**config.mk**
```make
export PLATFORM = sky130hd
export DESIGN_NAME = itr_test_regs
export DESIGN_NICKNAME = d
export VERILOG_FILES = /design/src/rtl/itr_pkg.sv /design/src/rtl/itr_sync.sv /design/src/rtl/itr_test_regs.sv
export SDC_FILE = /design/constraint.sdc
export NUM_CORES = 1
export LEC_CHECK = 0
export ABC_CLOCK_PERIOD_IN_PS = 3300
export BUFFER_PORTS_ARGS = -buffer_cell sky130_fd_sc_hd__buf_2
export CELL_PAD_IN_SITES_DETAIL_PLACEMENT = 2
export CELL_PAD_IN_SITES_GLOBAL_PLACEMENT = 2
export CORE_AREA = 10 10 174 176
export DETAILED_ROUTE_END_ITERATION = 12
export DIE_AREA = 0 0 184 186
export HOLD_SLACK_MARGIN = 0.12
export PLACE_DENSITY = 0.89
export SKIP_CTS_REPAIR_TIMING = 1
export SYNTH_ARGS = -nofsm -noshare
export SYNTH_HDL_FRONTEND = slang
export SYNTH_SLANG_ARGS = --single-unit
export TNS_END_PERCENT = 1
```
**constraint.sdc**
```tcl
create_clock -name pclk -period 3.3 [get_ports pclk]
set_clock_uncertainty 0.1 [all_clocks]
set_input_delay 0.33 -clock pclk [delete_from_list [all_inputs] [get_ports pclk]]
set_output_delay 0.33 -clock pclk [all_outputs]
set_load 0.01 [all_outputs]
```
**src/rtl/itr_pkg.sv**
```systemverilog
// Package with register map, field layout and types of the integration test registers
`default_nettype none
package itr_pkg;

  // ==========================================================================
  // Register offsets (byte addresses)
  // ==========================================================================
  localparam logic [11:0] ITR_OFF_CONTROL = 12'hF00;
  localparam logic [11:0] ITR_OFF_INPUT_ONE = 12'hF20;
  localparam logic [11:0] ITR_OFF_INPUT_TWO = 12'hF24;
  localparam logic [11:0] ITR_OFF_OUTPUT = 12'hF40;
  localparam logic [11:0] ITR_OFF_SCRATCH = 12'hF60;

  // ==========================================================================
  // Widths and reset values
  // ==========================================================================
  localparam int ITR_INPUT_TWO_WIDTH = 12;
  localparam int ITR_OUTPUT_WIDTH = 4;
  localparam logic ITR_RST_MODE = 1'h0;
  localparam logic [31:0] ITR_RST_INPUT_ONE = 32'h0000_0000;
  localparam logic [11:0] ITR_RST_INPUT_TWO = 12'h000;
  localparam logic [3:0] ITR_RST_OUTPUT = 4'h0;
  localparam logic [31:0] ITR_RST_SCRATCH = 32'h0000_0000;
  // Wait states inserted before pready
  localparam logic [0:0] ITR_WAIT_STATES = 1'h1;

  // ==========================================================================
  // Field positions in the first input register
  // ==========================================================================
  localparam int ITR_POS_DDR_POL = 31;
  localparam int ITR_POS_DDR_DLY = 29;
  localparam int ITR_POS_SDR_POL = 28;
  localparam int ITR_POS_SDR_DLY = 26;
  localparam int ITR_POS_CS5_CAS = 22;
  localparam int ITR_POS_CS5_MAP = 13;
  localparam int ITR_POS_CS5_DEV = 10;
  localparam int ITR_POS_CAL_ACK = 9;
  localparam int ITR_POS_CS1_PB = 8;
  localparam int ITR_POS_CS_POL = 4;
  localparam int ITR_POS_CS1_MW = 2;
  localparam int ITR_POS_BIG_END = 1;
  localparam int ITR_POS_SREF = 0;

  // ==========================================================================
  // Types
  // ==========================================================================
  // Inputs mirrored by the first input register, in register bit order
  typedef struct packed {
    logic ddr_pad_polarity_in;
    logic [1:0] ddr_pad_delay_cfg_in;
    logic sdr_pad_polarity_in;
    logic [1:0] sdr_pad_delay_cfg_in;
    logic [3:0] cs5_column_latency_in;
    logic [8:0] cs5_address_mapping_in;
    logic [2:0] cs5_device_type_in;
    logic delay_line_cal_ack_in;
    logic cs1_byte_lane_polarity_in;
    logic [3:0] chip_select_polarity_in;
    logic [1:0] cs1_memory_width_in;
    logic big_endian_select_in;
    logic self_refresh_request_in;
  } itr_inputs_one_type;

  // APB request from the master
  typedef struct packed {
    logic psel;
    logic penable;
    logic pwrite;
    logic [11:0] paddr;
    logic [31:0] pwdata;
  } itr_apb_req_type;

  // APB answer to the master
  typedef struct packed {
    logic pready;
    logic pslverr;
    logic [31:0] prdata;
  } itr_apb_rsp_type;

  // Register decode result
  typedef enum logic [2:0] {
    ITR_SEL_NONE,
    ITR_SEL_CONTROL,
    ITR_SEL_INPUT_ONE,
    ITR_SEL_INPUT_TWO,
    ITR_SEL_OUTPUT,
    ITR_SEL_SCRATCH
  } itr_sel_type;

endpackage
`default_nettype wire

```
**src/rtl/itr_sync.sv**
```systemverilog
// Three-stage input synchroniser that accepts a change once stages two and three agree
`timescale 1ns/1ps
`default_nettype none
module itr_sync #(
  parameter int WIDTH = 1
) (
  input wire logic pclk,
  input wire logic power_on_reset_n,
  input wire logic [WIDTH-1:0] async_in,
  output var logic [WIDTH-1:0] sync_out
);

  typedef struct packed {
    logic [WIDTH-1:0] stage_one;
    logic [WIDTH-1:0] stage_two;
    logic [WIDTH-1:0] stage_three;
    logic [WIDTH-1:0] held;
  } itr_sync_state_type;

  itr_sync_state_type state;
  itr_sync_state_type next_state;

  // Shift chain; held value follows only where stages two and three agree
  always_comb begin
    next_state = state;
    next_state.stage_one = async_in;
    next_state.stage_two = state.stage_one;
    next_state.stage_three = state.stage_two;
    for (int i = 0; i < WIDTH; i++) begin
      if (state.stage_two[i] == state.stage_three[i]) begin
        next_state.held[i] = state.stage_three[i];
      end
    end
  end

  // State registers
  always_ff @(posedge pclk or negedge power_on_reset_n) begin
    if (!power_on_reset_n) begin
      state <= '0;
    end else begin
      state <= next_state;
    end
  end

  assign sync_out = state.held;

endmodule
`default_nettype wire

```
**src/rtl/itr_test_regs.sv**
```systemverilog
// Integration test registers: test mode, input capture, output drive and scratch over APB
//
// Behaviour
// - Control bit 0 at 0xF00 selects test mode
// - Mode bit cleared by either reset
// - First input register 0xF20, power-on reset only
// - Read gives stored value or live input
// - In test mode writes set/clear field bits
// - Second input register 0xF24, 12 bits, power-on reset
// - Output register 0xF40 drives four outputs
// - Scratch register 0xF60 cleared by both resets
// - Every access takes one wait state
// - Control bits 31:1 reserved, read zero
// - Bits 31..29 mirror DDR pad inputs
// - Bits 28..26 mirror SDR pad inputs
// - Bits 25..10 mirror chip select five inputs
// - Bits 9..0 mirror calibration, polarity, memory width, endian, refresh
`timescale 1ns/1ps
`default_nettype none
module itr_test_regs
  import itr_pkg::*;
#(
  parameter int INPUT_TWO_WIDTH = ITR_INPUT_TWO_WIDTH,
  parameter int OUTPUT_WIDTH = ITR_OUTPUT_WIDTH
) (
  input wire logic pclk,
  input wire logic presetn,
  input wire logic power_on_reset_n,
  input wire itr_apb_req_type apb_req,
  output itr_apb_rsp_type apb_rsp,
  input wire itr_inputs_one_type inputs_one_pin,
  input wire logic [INPUT_TWO_WIDTH-1:0] inputs_two_pin,
  output itr_inputs_one_type inputs_one_core,
  output logic [INPUT_TWO_WIDTH-1:0] inputs_two_core,
  output logic [OUTPUT_WIDTH-1:0] test_output_drive,
  output logic test_mode
);

  // ==========================================================================
  // Decode
  // ==========================================================================
  // Map a word address to a register select
  function automatic itr_sel_type itr_decode(input logic [11:0] addr);
    logic [11:0] word;
    word = {addr[11:2], 2'h0};
    case (word)
      ITR_OFF_CONTROL: itr_decode = ITR_SEL_CONTROL;
      ITR_OFF_INPUT_ONE: itr_decode = ITR_SEL_INPUT_ONE;
      ITR_OFF_INPUT_TWO: itr_decode = ITR_SEL_INPUT_TWO;
      ITR_OFF_OUTPUT: itr_decode = ITR_SEL_OUTPUT;
      ITR_OFF_SCRATCH: itr_decode = ITR_SEL_SCRATCH;
      default: itr_decode = ITR_SEL_NONE;
    endcase
  endfunction

  // ==========================================================================
  // State
  // ==========================================================================
  // Registers cleared by both resets
  typedef struct packed {
    logic mode;
    logic [31:0] scratch;
    logic waited;
    logic [31:0] rdata;
  } itr_bus_state_type;

  // Registers cleared by the power-on reset only
  typedef struct packed {
    logic [31:0] input_one;
    logic [INPUT_TWO_WIDTH-1:0] input_two;
    logic [OUTPUT_WIDTH-1:0] output_drive;
  } itr_por_state_type;

  itr_bus_state_type state;
  itr_bus_state_type next_state;
  itr_por_state_type por_state;
  itr_por_state_type next_por_state;

  itr_inputs_one_type live_one;
  logic [INPUT_TWO_WIDTH-1:0] live_two;
  logic both_resets_n;
  itr_sel_type sel;
  logic access;
  logic done;
  logic [31:0] view_one;
  logic [31:0] view_two;

  // ==========================================================================
  // Input synchronisers
  // ==========================================================================
  // Pin inputs come from outside this clock domain
  itr_sync #(
    .WIDTH($bits(itr_inputs_one_type))
  ) u_sync_one (
    .pclk(pclk),
    .power_on_reset_n(power_on_reset_n),
    .async_in(inputs_one_pin),
    .sync_out(live_one)
  );

  itr_sync #(
    .WIDTH(INPUT_TWO_WIDTH)
  ) u_sync_two (
    .pclk(pclk),
    .power_on_reset_n(power_on_reset_n),
    .async_in(inputs_two_pin),
    .sync_out(live_two)
  );

  // ==========================================================================
  // Bus handshake
  // ==========================================================================
  // Access phase holds one wait cycle, then pready
  always_comb begin
    sel = itr_decode(apb_req.paddr);
    access = apb_req.psel && apb_req.penable;
    done = access && state.waited;
  end

  // Read views: stored fields in test mode, live inputs otherwise
  always_comb begin
    view_one = state.mode ? por_state.input_one : 32'(live_one);
    view_two = '0;
    view_two[INPUT_TWO_WIDTH-1:0] = state.mode ? por_state.input_two : live_two;
  end

  // ==========================================================================
  // Next state
  // ==========================================================================
  // Write handling, read data capture and wait tracking
  always_comb begin
    next_state = state;
    next_por_state = por_state;
    next_state.waited = access && !state.waited;
    if (access && !state.waited && !apb_req.pwrite) begin
      case (sel)
        ITR_SEL_CONTROL: next_state.rdata = {31'h0000_0000, state.mode};
        ITR_SEL_INPUT_ONE: next_state.rdata = view_one;
        ITR_SEL_INPUT_TWO: next_state.rdata = view_two;
        ITR_SEL_OUTPUT: next_state.rdata = 32'(por_state.output_drive);
        ITR_SEL_SCRATCH: next_state.rdata = state.scratch;
        default: next_state.rdata = 32'h0000_0000;
      endcase
    end
    if (done && apb_req.pwrite) begin
      case (sel)
        ITR_SEL_CONTROL: begin
          next_state.mode = apb_req.pwdata[0];
        end
        ITR_SEL_INPUT_ONE: begin
          if (state.mode) begin
            next_por_state.input_one = apb_req.pwdata;
          end
        end
        ITR_SEL_INPUT_TWO: begin
          if (state.mode) begin
            next_por_state.input_two = apb_req.pwdata[INPUT_TWO_WIDTH-1:0];
          end
        end
        ITR_SEL_OUTPUT: begin
          next_por_state.output_drive = apb_req.pwdata[OUTPUT_WIDTH-1:0];
        end
        ITR_SEL_SCRATCH: begin
          next_state.scratch = apb_req.pwdata;
        end
        default: begin
          next_state.scratch = state.scratch;
        end
      endcase
    end
  end

  // ==========================================================================
  // Registers
  // ==========================================================================
  // Either reset clears the bus-side state
  assign both_resets_n = presetn && power_on_reset_n;

  // Mode, scratch and handshake state
  always_ff @(posedge pclk or negedge both_resets_n) begin
    if (!both_resets_n) begin
      state.mode <= ITR_RST_MODE;
      state.scratch <= ITR_RST_SCRATCH;
      state.waited <= 1'b0;
      state.rdata <= 32'h0000_0000;
    end else begin
      state <= next_state;
    end
  end

  // Input and output registers survive the bus reset
  always_ff @(posedge pclk or negedge power_on_reset_n) begin
    if (!power_on_reset_n) begin
      por_state.input_one <= ITR_RST_INPUT_ONE;
      por_state.input_two <= ITR_RST_INPUT_TWO;
      por_state.output_drive <= ITR_RST_OUTPUT;
    end else begin
      por_state <= next_por_state;
    end
  end

  // ==========================================================================
  // Outputs
  // ==========================================================================
  // Bus answer and core-facing multiplexors
  always_comb begin
    apb_rsp.pready = done;
    apb_rsp.pslverr = 1'b0;
    apb_rsp.prdata = state.rdata;
    inputs_one_core = state.mode ? itr_inputs_one_type'(por_state.input_one) : live_one;
    inputs_two_core = state.mode ? por_state.input_two : live_two;
    test_output_drive = por_state.output_drive;
    test_mode = state.mode;
  end

endmodule
`default_nettype wire

```
==> results.sh, run 1 <==
export IMPL_grt_max_degree=129
export IMPL_clk_insertion_delay_late_ps=540
export IMPL_wl_met1_mm=12.12
export IMPL_die_width_microns=184
export IMPL_drt_wl_total_mm=32.31
export IMPL_power_frac_seq=0.496
export IMPL_overflow=0
export IMPL_hp_class="in2async"
export IMPL_mappedNetlistArea_sq_um=10540
export IMPL_wl_met3_mm=1.642
export IMPL_setup_worst_path_class="reg2out"
export IMPL_path_cells="buf_4, mux2i_1, inv_1, buf_2"
export IMPL_htreeDepth=1
export IMPL_slowest_stage="dfrtp_2"
export IMPL_cap_violations=0
export IMPL_core_area_sq_um=26730
export IMPL_grt_antenna_before_repair=1
export IMPL_max_slew_worst_pin_slew_ps=1029
export IMPL_finalHoldViolations=0
export IMPL_peakVddDrop_mv=0.5231
export IMPL_r2r_cells=5
export IMPL_cp_depth=4
export IMPL_drive_above_1_share=0.3904
export IMPL_fin_nets=966
export IMPL_fmax_mhz=359.3
export IMPL_cts_root_buffer="clkbuf_16"
export IMPL_synth_avg_cell_area_sq_um=16.55
export IMPL_yosysWarnings=0
export IMPL_grt_first_pass_wirelength_mm=44.78
export IMPL_status="complete, no violations"
export IMPL_start_util=0.3944
export IMPL_arrival_ps=2350
export IMPL_comb_power_share=0.068
export IMPL_maxSlewViolCount=0
export IMPL_ant_nets=0
export IMPL_critPathMaxFanout=23
export IMPL_syn_nets=731
export IMPL_p_sw_mw=1.753
export IMPL_power_mw=7.604
export IMPL_cts_sinks=290
export IMPL_io_buffer_count=173
export IMPL_dr_pass1_iters=7
export IMPL_cts_buffers=30
export IMPL_slowest_delay_ps=710
export IMPL_drt_iter0_drc=324
export IMPL_relSlewSlack=0.3143
export IMPL_switching_share=0.2305
export IMPL_top_layer="met4"
export IMPL_die_area_sq_um=34220
export IMPL_wl_met2_mm=18.11
export IMPL_grt_pass1_vias=7109
export IMPL_cts_tree="done"
export IMPL_cts_path_max_buffers=3
export IMPL_vias=6186
export IMPL_critical_path_required_ps=2870
export IMPL_rsz0062_at_grt="false"
export IMPL_period_needed_ps=2783
export IMPL_p_int_mw=5.851
export IMPL_tns_ps=0
export IMPL_setup_violations=0
export IMPL_remaining_drc_errors=0
export IMPL_fp_dieH_microns=186
export IMPL_synth_cell_types=34
export IMPL_hpwlAfterDp_mm=19.67
export IMPL_viasPerCell=5.005
export IMPL_gp_congestion=0.7128
export IMPL_grt_usage=0.1709
export IMPL_critPathLaunchType="flop"
export IMPL_crit_family="buffers and inverters"
export IMPL_end_kind="primary output"
export IMPL_num_rows=60
export IMPL_clk_pin_slew_ps=60
export IMPL_ys_ff_latch=290
export IMPL_fin_crit_sh=0.8434
export IMPL_post_drt_wl_per_cell_microns=26.14
export IMPL_leakage_nw=6.570
export IMPL_ios=177
export IMPL_p_per_area_nw_per_um2=571.4
export IMPL_syn_inst=637
export IMPL_area_growth_pct=26.24
export IMPL_crit_buf_inv=3
export IMPL_p_clk_frac=0.436
export IMPL_ys_seq_area_frac=0.6884
final timing paths:
path,startpoint,to,slack (ps)
setup / recovery,test_mode,inputs_two_core[0],520
hold / removal,power_on_reset_n,u_sync_one.sync_out[1],130
setup reg to reg,test_mode,apb_rsp[3],880
hold reg to reg,u_sync_two.next_state[25],u_sync_two.next_state[13],250
max in group asynchronous,power_on_reset_n,test_mode,1600
min in group pclk,apb_req[38],test_mode,170
power groups by stage:
stage	Combinational [mW]	Clock (mW)	Sequential [mW]
3_5_place_dp	0.436	0	3.83
3_3_place_gp	0.410	0	3.82
4_1_cts	0.441	3.40	3.77
5_1_grt	0.561	3.58	3.79
6_report	0.515	3.32	3.77
2_1_floorplan	0.192	0	3.80
flip-flops by register name, summed over array words and instances (netlist names):
| name | flops |
|---|---|
| u_sync_one.sync_out | 32 |
| apb_rsp | 32 |
| por_state | 44 |
| u_sync_one.next_state | 64 |
| u_sync_one.state | 32 |
| state | 33 |
| u_sync_two.next_state | 24 |
| test_mode | 1 |
| u_sync_two.state | 12 |
| test_output_drive | 4 |
| u_sync_two.sync_out | 12 |
metal layers:
layer	vias up	GRT usage
met5	-	0
met2	166	0.3178
met4	0	0.02819
met3	41	0.03626
li1	2680	-
met1	3299	0.2000
logic make-up (layout without fill, tap and decap cells):
| logic type | count (synthesis) | count (layout) | synth area share |
|---|---|---|---|
| AOI/OAI and AO/OA | 37 | 37 | 0.03335 |
| adders and majority gates | 44 | 44 | 0.04178 |
| buffers and inverters | 95 | 352 | 0.05436 |
| DFF | 290 | 290 | 0.6884 |
| muxes | 138 | 138 | 0.1573 |
| other | 1 | 2 | 0.0003557 |
| and+or+nand+nor | 32 | 32 | 0.02445 |
area by class of cell:
cell class	instances	area, sq um
fillers	2466	13420
flip-flops and latches	290	7258
multi-input cells	252	2731
repair buffers	266	1799
clock buffers	41	873.3
well taps	341	426.7
inverters	32	120.1
clock inverters	13	96.34
diodes	1	2.502
cells in the final DEF, fill, tap and decap left out, types with 2 or more instances in the layout:
| cell type | instances |
|---|---|
| nor2_1 | 4 |
| mux2_4 | 30 |
| buf_4 | 11 |
| clkbuf_8 | 6 |
| dfrtp_1 | 289 |
| a22oi_1 | 3 |
| dlygate4sd3_1 | 80 |
| mux2i_1 | 7 |
| clkinv_2 | 10 |
| clkbuf_1 | 4 |
| nand2b_1 | 3 |
| nand2_1 | 7 |
| maj3_1 | 44 |
| o22ai_1 | 3 |
| buf_2 | 172 |
| mux2_1 | 30 |
| buf_12 | 2 |
| nand3b_1 | 2 |
| nand4_1 | 2 |
| a222oi_1 | 29 |
| nor4_4 | 4 |
| clkbuf_16 | 31 |
| mux2_2 | 71 |
| inv_1 | 32 |
synthesized netlist by cell type, drive strengths merged:
| cell | n | area, sq um |
|---|---|---|
| dfrtp | 290 | 7257 |
| mux2 | 131 | 1588 |
| buf | 59 | 437.9 |
| maj3 | 44 | 440.4 |
| inv | 32 | 120.1 |
| a222oi | 29 | 290.3 |
| mux2i | 7 | 70.07 |
| nand2 | 7 | 26.28 |
| nor2 | 5 | 21.27 |
| nor4 | 5 | 97.59 |
| clkbuf | 4 | 15.01 |
| a22oi | 3 | 22.52 |
| nand2b | 3 | 18.77 |
| o22ai | 3 | 18.77 |
| nand3b | 2 | 15.01 |
| nand4 | 2 | 12.51 |
| a2111oi | 1 | 15.01 |
| and2 | 1 | 6.260 |
| and3 | 1 | 6.260 |
| and4b | 1 | 10.01 |
| conb | 1 | 3.750 |
| nand3 | 1 | 5.000 |
| nand4bb | 1 | 11.26 |
| nor4b | 1 | 8.760 |
| o21ai | 1 | 5.000 |
| or3b | 1 | 8.760 |
| or4b | 1 | 10.01 |
metrics by stage:
stage	hold slack, ps	std cells	setup slack, ps	instance area [sq um]	util
final	127.1	1236	516.8	13310	0.4979
after floorplan	-65.59	637	842.6	10540	-
after global placement	101.9	1101	681.6	11530	0.4316
after CTS	-479.6	1155	452.0	12500	0.4679
after detailed placement	102.9	1101	603.0	11530	0.4316
after global routing	137.4	1236	422.6	13310	0.4979
No activity file was read; power rests on OpenSTA's default activity.
==> run 2, diff against run 1 <==
--- a/config.mk
+++ b/config.mk
@@ -5,15 +5,15 @@
 export SDC_FILE = /design/constraint.sdc
 export NUM_CORES = 1
 export LEC_CHECK = 0
-export ABC_CLOCK_PERIOD_IN_PS = 3300
+export ABC_CLOCK_PERIOD_IN_PS = 2550
 export BUFFER_PORTS_ARGS = -buffer_cell sky130_fd_sc_hd__buf_2
 export CELL_PAD_IN_SITES_DETAIL_PLACEMENT = 2
 export CELL_PAD_IN_SITES_GLOBAL_PLACEMENT = 2
-export CORE_AREA = 10 10 174 176
+export CORE_AREA = 10 10 183 185
 export DETAILED_ROUTE_END_ITERATION = 12
-export DIE_AREA = 0 0 184 186
+export DIE_AREA = 0 0 193 195
 export HOLD_SLACK_MARGIN = 0.12
-export PLACE_DENSITY = 0.89
+export PLACE_DENSITY = 0.85
 export SKIP_CTS_REPAIR_TIMING = 1
 export SYNTH_ARGS = -nofsm -noshare
 export SYNTH_HDL_FRONTEND = slang
==> constraint.sdc (replaced) <==
create_clock -name pclk -period 2.55 [get_ports pclk]
set_clock_uncertainty 0.1 [all_clocks]
set_input_delay 0.255 -clock pclk [delete_from_list [all_inputs] [get_ports pclk]]
set_output_delay 0.255 -clock pclk [all_outputs]
set_load 0.01 [all_outputs]
==> results.sh, run 2 (synthesis results as in run 1) <==
export IMPL_status="complete, no violations"
export IMPL_hold_start="apb_req[38]"
export IMPL_critPathMaxFanout=26
export IMPL_clk_insertion_delay_late_ps=510
export IMPL_fin_crit_sh=0.9423
export IMPL_r2r_cells=5
export IMPL_peakVddDrop_mv=0.5885
export IMPL_final_cells=1307
export IMPL_cts_root_buffer="clkbuf_16"
export IMPL_area_growth_pct=29.19
export IMPL_hpwlAfterDp_mm=19.84
export IMPL_critPathLaunchType="flop"
export IMPL_end_kind="primary output"
export IMPL_viasPerCell=4.777
export IMPL_core_area_sq_um=30030
export IMPL_max_slew_worst_pin_slew_ps=779.5
export IMPL_arrival_ps=2050
export IMPL_overflow=0
export IMPL_fin_util=0.4535
export IMPL_tns_ps=0
export IMPL_ios=177
export IMPL_relSlewSlack=0.4803
export IMPL_io_buffer_count=173
export IMPL_cap_violations=0
export IMPL_maxSlewViolCount=0
export IMPL_r2r_end="por_state[24]"
export IMPL_htreeDepth=2
export IMPL_grt_antenna_before_repair=2
export IMPL_r2r_slack_ps=350
export IMPL_leakage_nw=6.669
export IMPL_crit_family="flip-flops"
export IMPL_hp_class="in2reg"
export IMPL_path_cells="buf_12, mux2i_1, inv_1, buf_2"
export IMPL_die_width_microns=193
export IMPL_fp_dieH_microns=195
export IMPL_fin_nets=980
export IMPL_start_util=0.3510
export IMPL_critical_path_required_ps=2190
export IMPL_dp_cells=1166
export IMPL_grt_first_pass_wirelength_mm=44.77
export IMPL_setup_worst_path_class="reg2out"
export IMPL_finalHoldViolations=0
export IMPL_dr_pass1_iters=6
export IMPL_drt_wl_total_mm=32.15
export IMPL_vias=6244
export IMPL_drt_iter0_drc=302
export IMPL_seqCellArea_sq_um=7261
export IMPL_power_mw=10.20
export IMPL_slowest_delay_ps=710
export IMPL_remaining_drc_errors=0
export IMPL_num_rows=64
export IMPL_cts_tree="done"
export IMPL_grt_pass1_vias=7304
export IMPL_final_cell_mix="289 x dfrtp_1, 172 x buf_2, 80 x dlygate4sd3_1"
export IMPL_fillers=2804
export IMPL_cts_sinks=290
export IMPL_grt_usage=0.1533
export IMPL_finalWorstSetupSlack_ps=147.0
export IMPL_clk_pin_slew_ps=60
export IMPL_p_per_area_nw_per_um2=748.8
export IMPL_fmax_mhz=416.2
export IMPL_cts_path_max_buffers=3
export IMPL_drive_above_1_share=0.3938
export IMPL_gp_congestion=0.7317
export IMPL_hold_end="test_mode"
export IMPL_worstReg2RegStart="state[32]"
export IMPL_post_drt_wl_per_cell_microns=24.60
export IMPL_setup_violations=0
export IMPL_holdPathStages=4
export IMPL_rsz0062_at_grt="false"
export IMPL_layout_commonest_cell="dfrtp_1"
export IMPL_slowest_stage="dfrtp_4"
export IMPL_ant_nets=0
export IMPL_grt_max_degree=128
export IMPL_pre_cts_slack_ps=131.2
export IMPL_multi_input_area_sq_um=2731
export IMPL_die_area_sq_um=37640
export IMPL_largest_reg_flops=64
export IMPL_period_needed_ps=2403
export IMPL_cts_buffers=34
export IMPL_crit_buf_inv=3
## run 2: cell count changes in the layout (fill, tap and decap cells not counted), sizes merged
cell | before | now
buf | 186 | 196
bufinv | 1 | 0
clkbuf | 41 | 52
clkinv | 11 | 4
clkinvlp | 1 | 0
diode | 1 | 2
inv | 32 | 35
## run 2: worst max path at each step
stage	start	to	slack [ps]	cells after the start
after floorplan	power_on_reset_n	apb_rsp[0]	170	1
after global placement	apb_req[35]	por_state[33]	220	6
after detailed placement	apb_req[35]	por_state[29]	130	6
after CTS	test_mode	inputs_two_core[0]	-100	4
after global routing	test_mode	inputs_two_core[0]	20	4
final	test_mode	inputs_two_core[0]	150	4
## run 2: worst min-delay path, stage by stage
cell and delay [ps]:
buf_2 170, nor2_1 60, nand2_1 70, mux2_2 140
## run 2: routing by layer
| layer | part of all wire | vias up | track usage |
|---|---|---|---|
| li1 | - | 2706 | - |
| met1 | 0.38 | 3331 | 0.1758 |
| met2 | 0.56 | 167 | 0.2783 |
| met3 | 0.052 | 40 | 0.03760 |
| met4 | 0.017 | 0 | 0.03648 |
| met5 | 0 | - | 0 |
## run 2: report_power, final
group	switching [mW]	internal, mW
clock network	1.93	2.71
logic	0.356	0.317
registers	0.0991	4.78
## run 2: area by class of cell
type,instances,area share
inverter,32,0.008820
timing repair buffer,276,0.1431
antenna,2,0.0003675
tap,396,0.03638
sequential,290,0.5332
clock buffer,52,0.07332
multi-input combinational,252,0.2006
clock inverter,7,0.004226
## run 2: stage by stage
stage | hold slack, ps | instance area [sq um]
2_1_floorplan | -140.6 | 10540
3_3_place_gp | 233.1 | 11750
3_5_place_dp | 235.8 | 11750
4_1_cts | -276.2 | 12810
5_1_grt | 125.5 | 13620
6_report | 127.2 | 13620
==> run 3, diff against run 2 <==
--- a/config.mk
+++ b/config.mk
@@ -10,6 +10,7 @@
 export CELL_PAD_IN_SITES_DETAIL_PLACEMENT = 2
 export CELL_PAD_IN_SITES_GLOBAL_PLACEMENT = 2
 export CORE_AREA = 10 10 183 185
+export CTS_BUF_LIST = sky130_fd_sc_hd__clkbuf_4 sky130_fd_sc_hd__clkbuf_8 sky130_fd_sc_hd__clkbuf_16
 export DETAILED_ROUTE_END_ITERATION = 12
 export DIE_AREA = 0 0 193 195
 export HOLD_SLACK_MARGIN = 0.12
==> results.sh, run 3 (synthesis results as in run 1) <==
export IMPL_status="complete, no violations"
export IMPL_gp_congestion=0.7317
export IMPL_clk_pin_slew_ps=60
export IMPL_crit_family="flip-flops"
export IMPL_crit_buf_inv=3
export IMPL_peakVddDrop_mv=0.5479
export IMPL_grt_max_degree=128
export IMPL_cts_sinks=290
export IMPL_drt_wl_total_mm=31.94
export IMPL_grt_first_pass_wirelength_mm=45.07
export IMPL_r2r_cells=5
export IMPL_path_cells="buf_12, mux2i_1, inv_1, buf_2"
export IMPL_cts_root_buffer="clkbuf_16"
export IMPL_overflow=0
export IMPL_start_util=0.3510
export IMPL_max_slew_worst_pin_slew_ps=770.1
export IMPL_die_area_sq_um=37640
export IMPL_critPathLaunchType="flop"
export IMPL_end_kind="primary output"
export IMPL_grt_pass1_vias=7353
export IMPL_io_buffer_count=173
export IMPL_cp_depth=4
export IMPL_arrival_ps=2050
export IMPL_critPathMaxFanout=26
export IMPL_grt_usage=0.1544
export IMPL_cap_violations=0
export IMPL_relSlewSlack=0.4866
export IMPL_clk_insertion_delay_late_ps=520
export IMPL_maxSlewViolCount=0
export IMPL_final_cells=1307
export IMPL_remaining_drc_errors=0
export IMPL_hpwlAfterDp_mm=19.84
export IMPL_ant_nets=0
export IMPL_final_cell_mix="289 x dfrtp_1, 172 x buf_2, 80 x dlygate4sd3_1"
export IMPL_htreeDepth=2
export IMPL_rsz0062_at_grt="false"
export IMPL_fillers=2814
export IMPL_dr_pass1_iters=6
export IMPL_slowest_delay_ps=700
export IMPL_critical_path_required_ps=2190
export IMPL_leakage_nw=6.703
export IMPL_dp_cells=1166
export IMPL_seqCellArea_sq_um=7261
export IMPL_cts_tree="done"
export IMPL_viasPerCell=4.807
export IMPL_ios=177
export IMPL_fmax_mhz=415.3
export IMPL_finalWorstSetupSlack_ps=142.0
export IMPL_fin_crit_sh=0.9443
export IMPL_layout_commonest_cell="dfrtp_1"
export IMPL_area_growth_pct=29.54
export IMPL_cts_path_max_buffers=3
export IMPL_fp_dieH_microns=195
export IMPL_drt_iter0_drc=254
export IMPL_core_area_sq_um=30030
export IMPL_multi_input_area_sq_um=2731
export IMPL_cts_buffers=34
export IMPL_period_needed_ps=2408
export IMPL_setup_worst_path_class="reg2out"
export IMPL_largest_reg_flops=64
export IMPL_fin_nets=980
export IMPL_vias=6283
export IMPL_p_per_area_nw_per_um2=754.7
export IMPL_die_width_microns=193
export IMPL_post_drt_wl_per_cell_microns=24.44
export IMPL_slowest_stage="dfrtp_4"
export IMPL_grt_antenna_before_repair=2
export IMPL_pre_cts_slack_ps=131.2
export IMPL_num_rows=64
export IMPL_setup_violations=0
export IMPL_hp_class="in2reg"
export IMPL_holdPathStages=4
export IMPL_finalHoldViolations=0
export IMPL_drive_above_1_share=0.4048
[run 3: through the flow]
stage	setup TNS, ps	utilization	instance area [sq um]	total power, mW	hold WS (ps)
after floorplan	0	-	10540	5.169	-140.6
after global placement	0	0.3914	11750	5.489	233.1
after detailed placement	0	0.3914	11750	5.533	235.8
after CTS	-878.1	0.4278	12850	10.31	-278.8
after global routing	0	0.4548	13660	10.75	125.5
final	0	0.4548	13660	10.31	136.4
[run 3: area by class of cell]
| class | count | share of cell area |
|---|---|---|
| well taps | 396 | 0.03628 |
| inverters | 32 | 0.008796 |
| diodes | 2 | 0.0003665 |
| clock inverters | 7 | 0.004215 |
| clock buffers | 52 | 0.07587 |
| multi-input cells | 252 | 0.2000 |
| repair buffers | 276 | 0.1428 |
| flip-flops and latches | 290 | 0.5317 |
[run 3: path summary, 6_finish.rpt]
check	slack [ps]	startpoint	to
worst min-delay path	140	apb_req[38]	test_mode
max in group asynchronous	1330	power_on_reset_n	state[45]
worst max-delay path	140	test_mode	inputs_two_core[0]
worst min register to register	250	u_sync_one.next_state[89]	u_sync_one.next_state[57]
worst max register to register	350	state[32]	por_state[24]
min in group asynchronous	310	presetn	apb_rsp[27]
[run 3: layer usage]
layer / routed length (microns) / track usage / part of all wire
met1: 12230 / 0.1773 / 0.38
met2: 17390 / 0.2804 / 0.54
met3: 1636 / 0.03724 / 0.051
met4: 684 / 0.03676 / 0.021
met5: 0 / 0 / 0
[run 3: power breakdown]
group / switching (mW) / internal (mW)
clock network: 1.94 / 2.82
logic: 0.355 / 0.317
registers: 0.100 / 4.78
[run 3: tightest hold or removal path, stage by stage]
cell	delay (ps)
buf_2	170
nor2_1	60
nand2_1	70
mux2_2	140
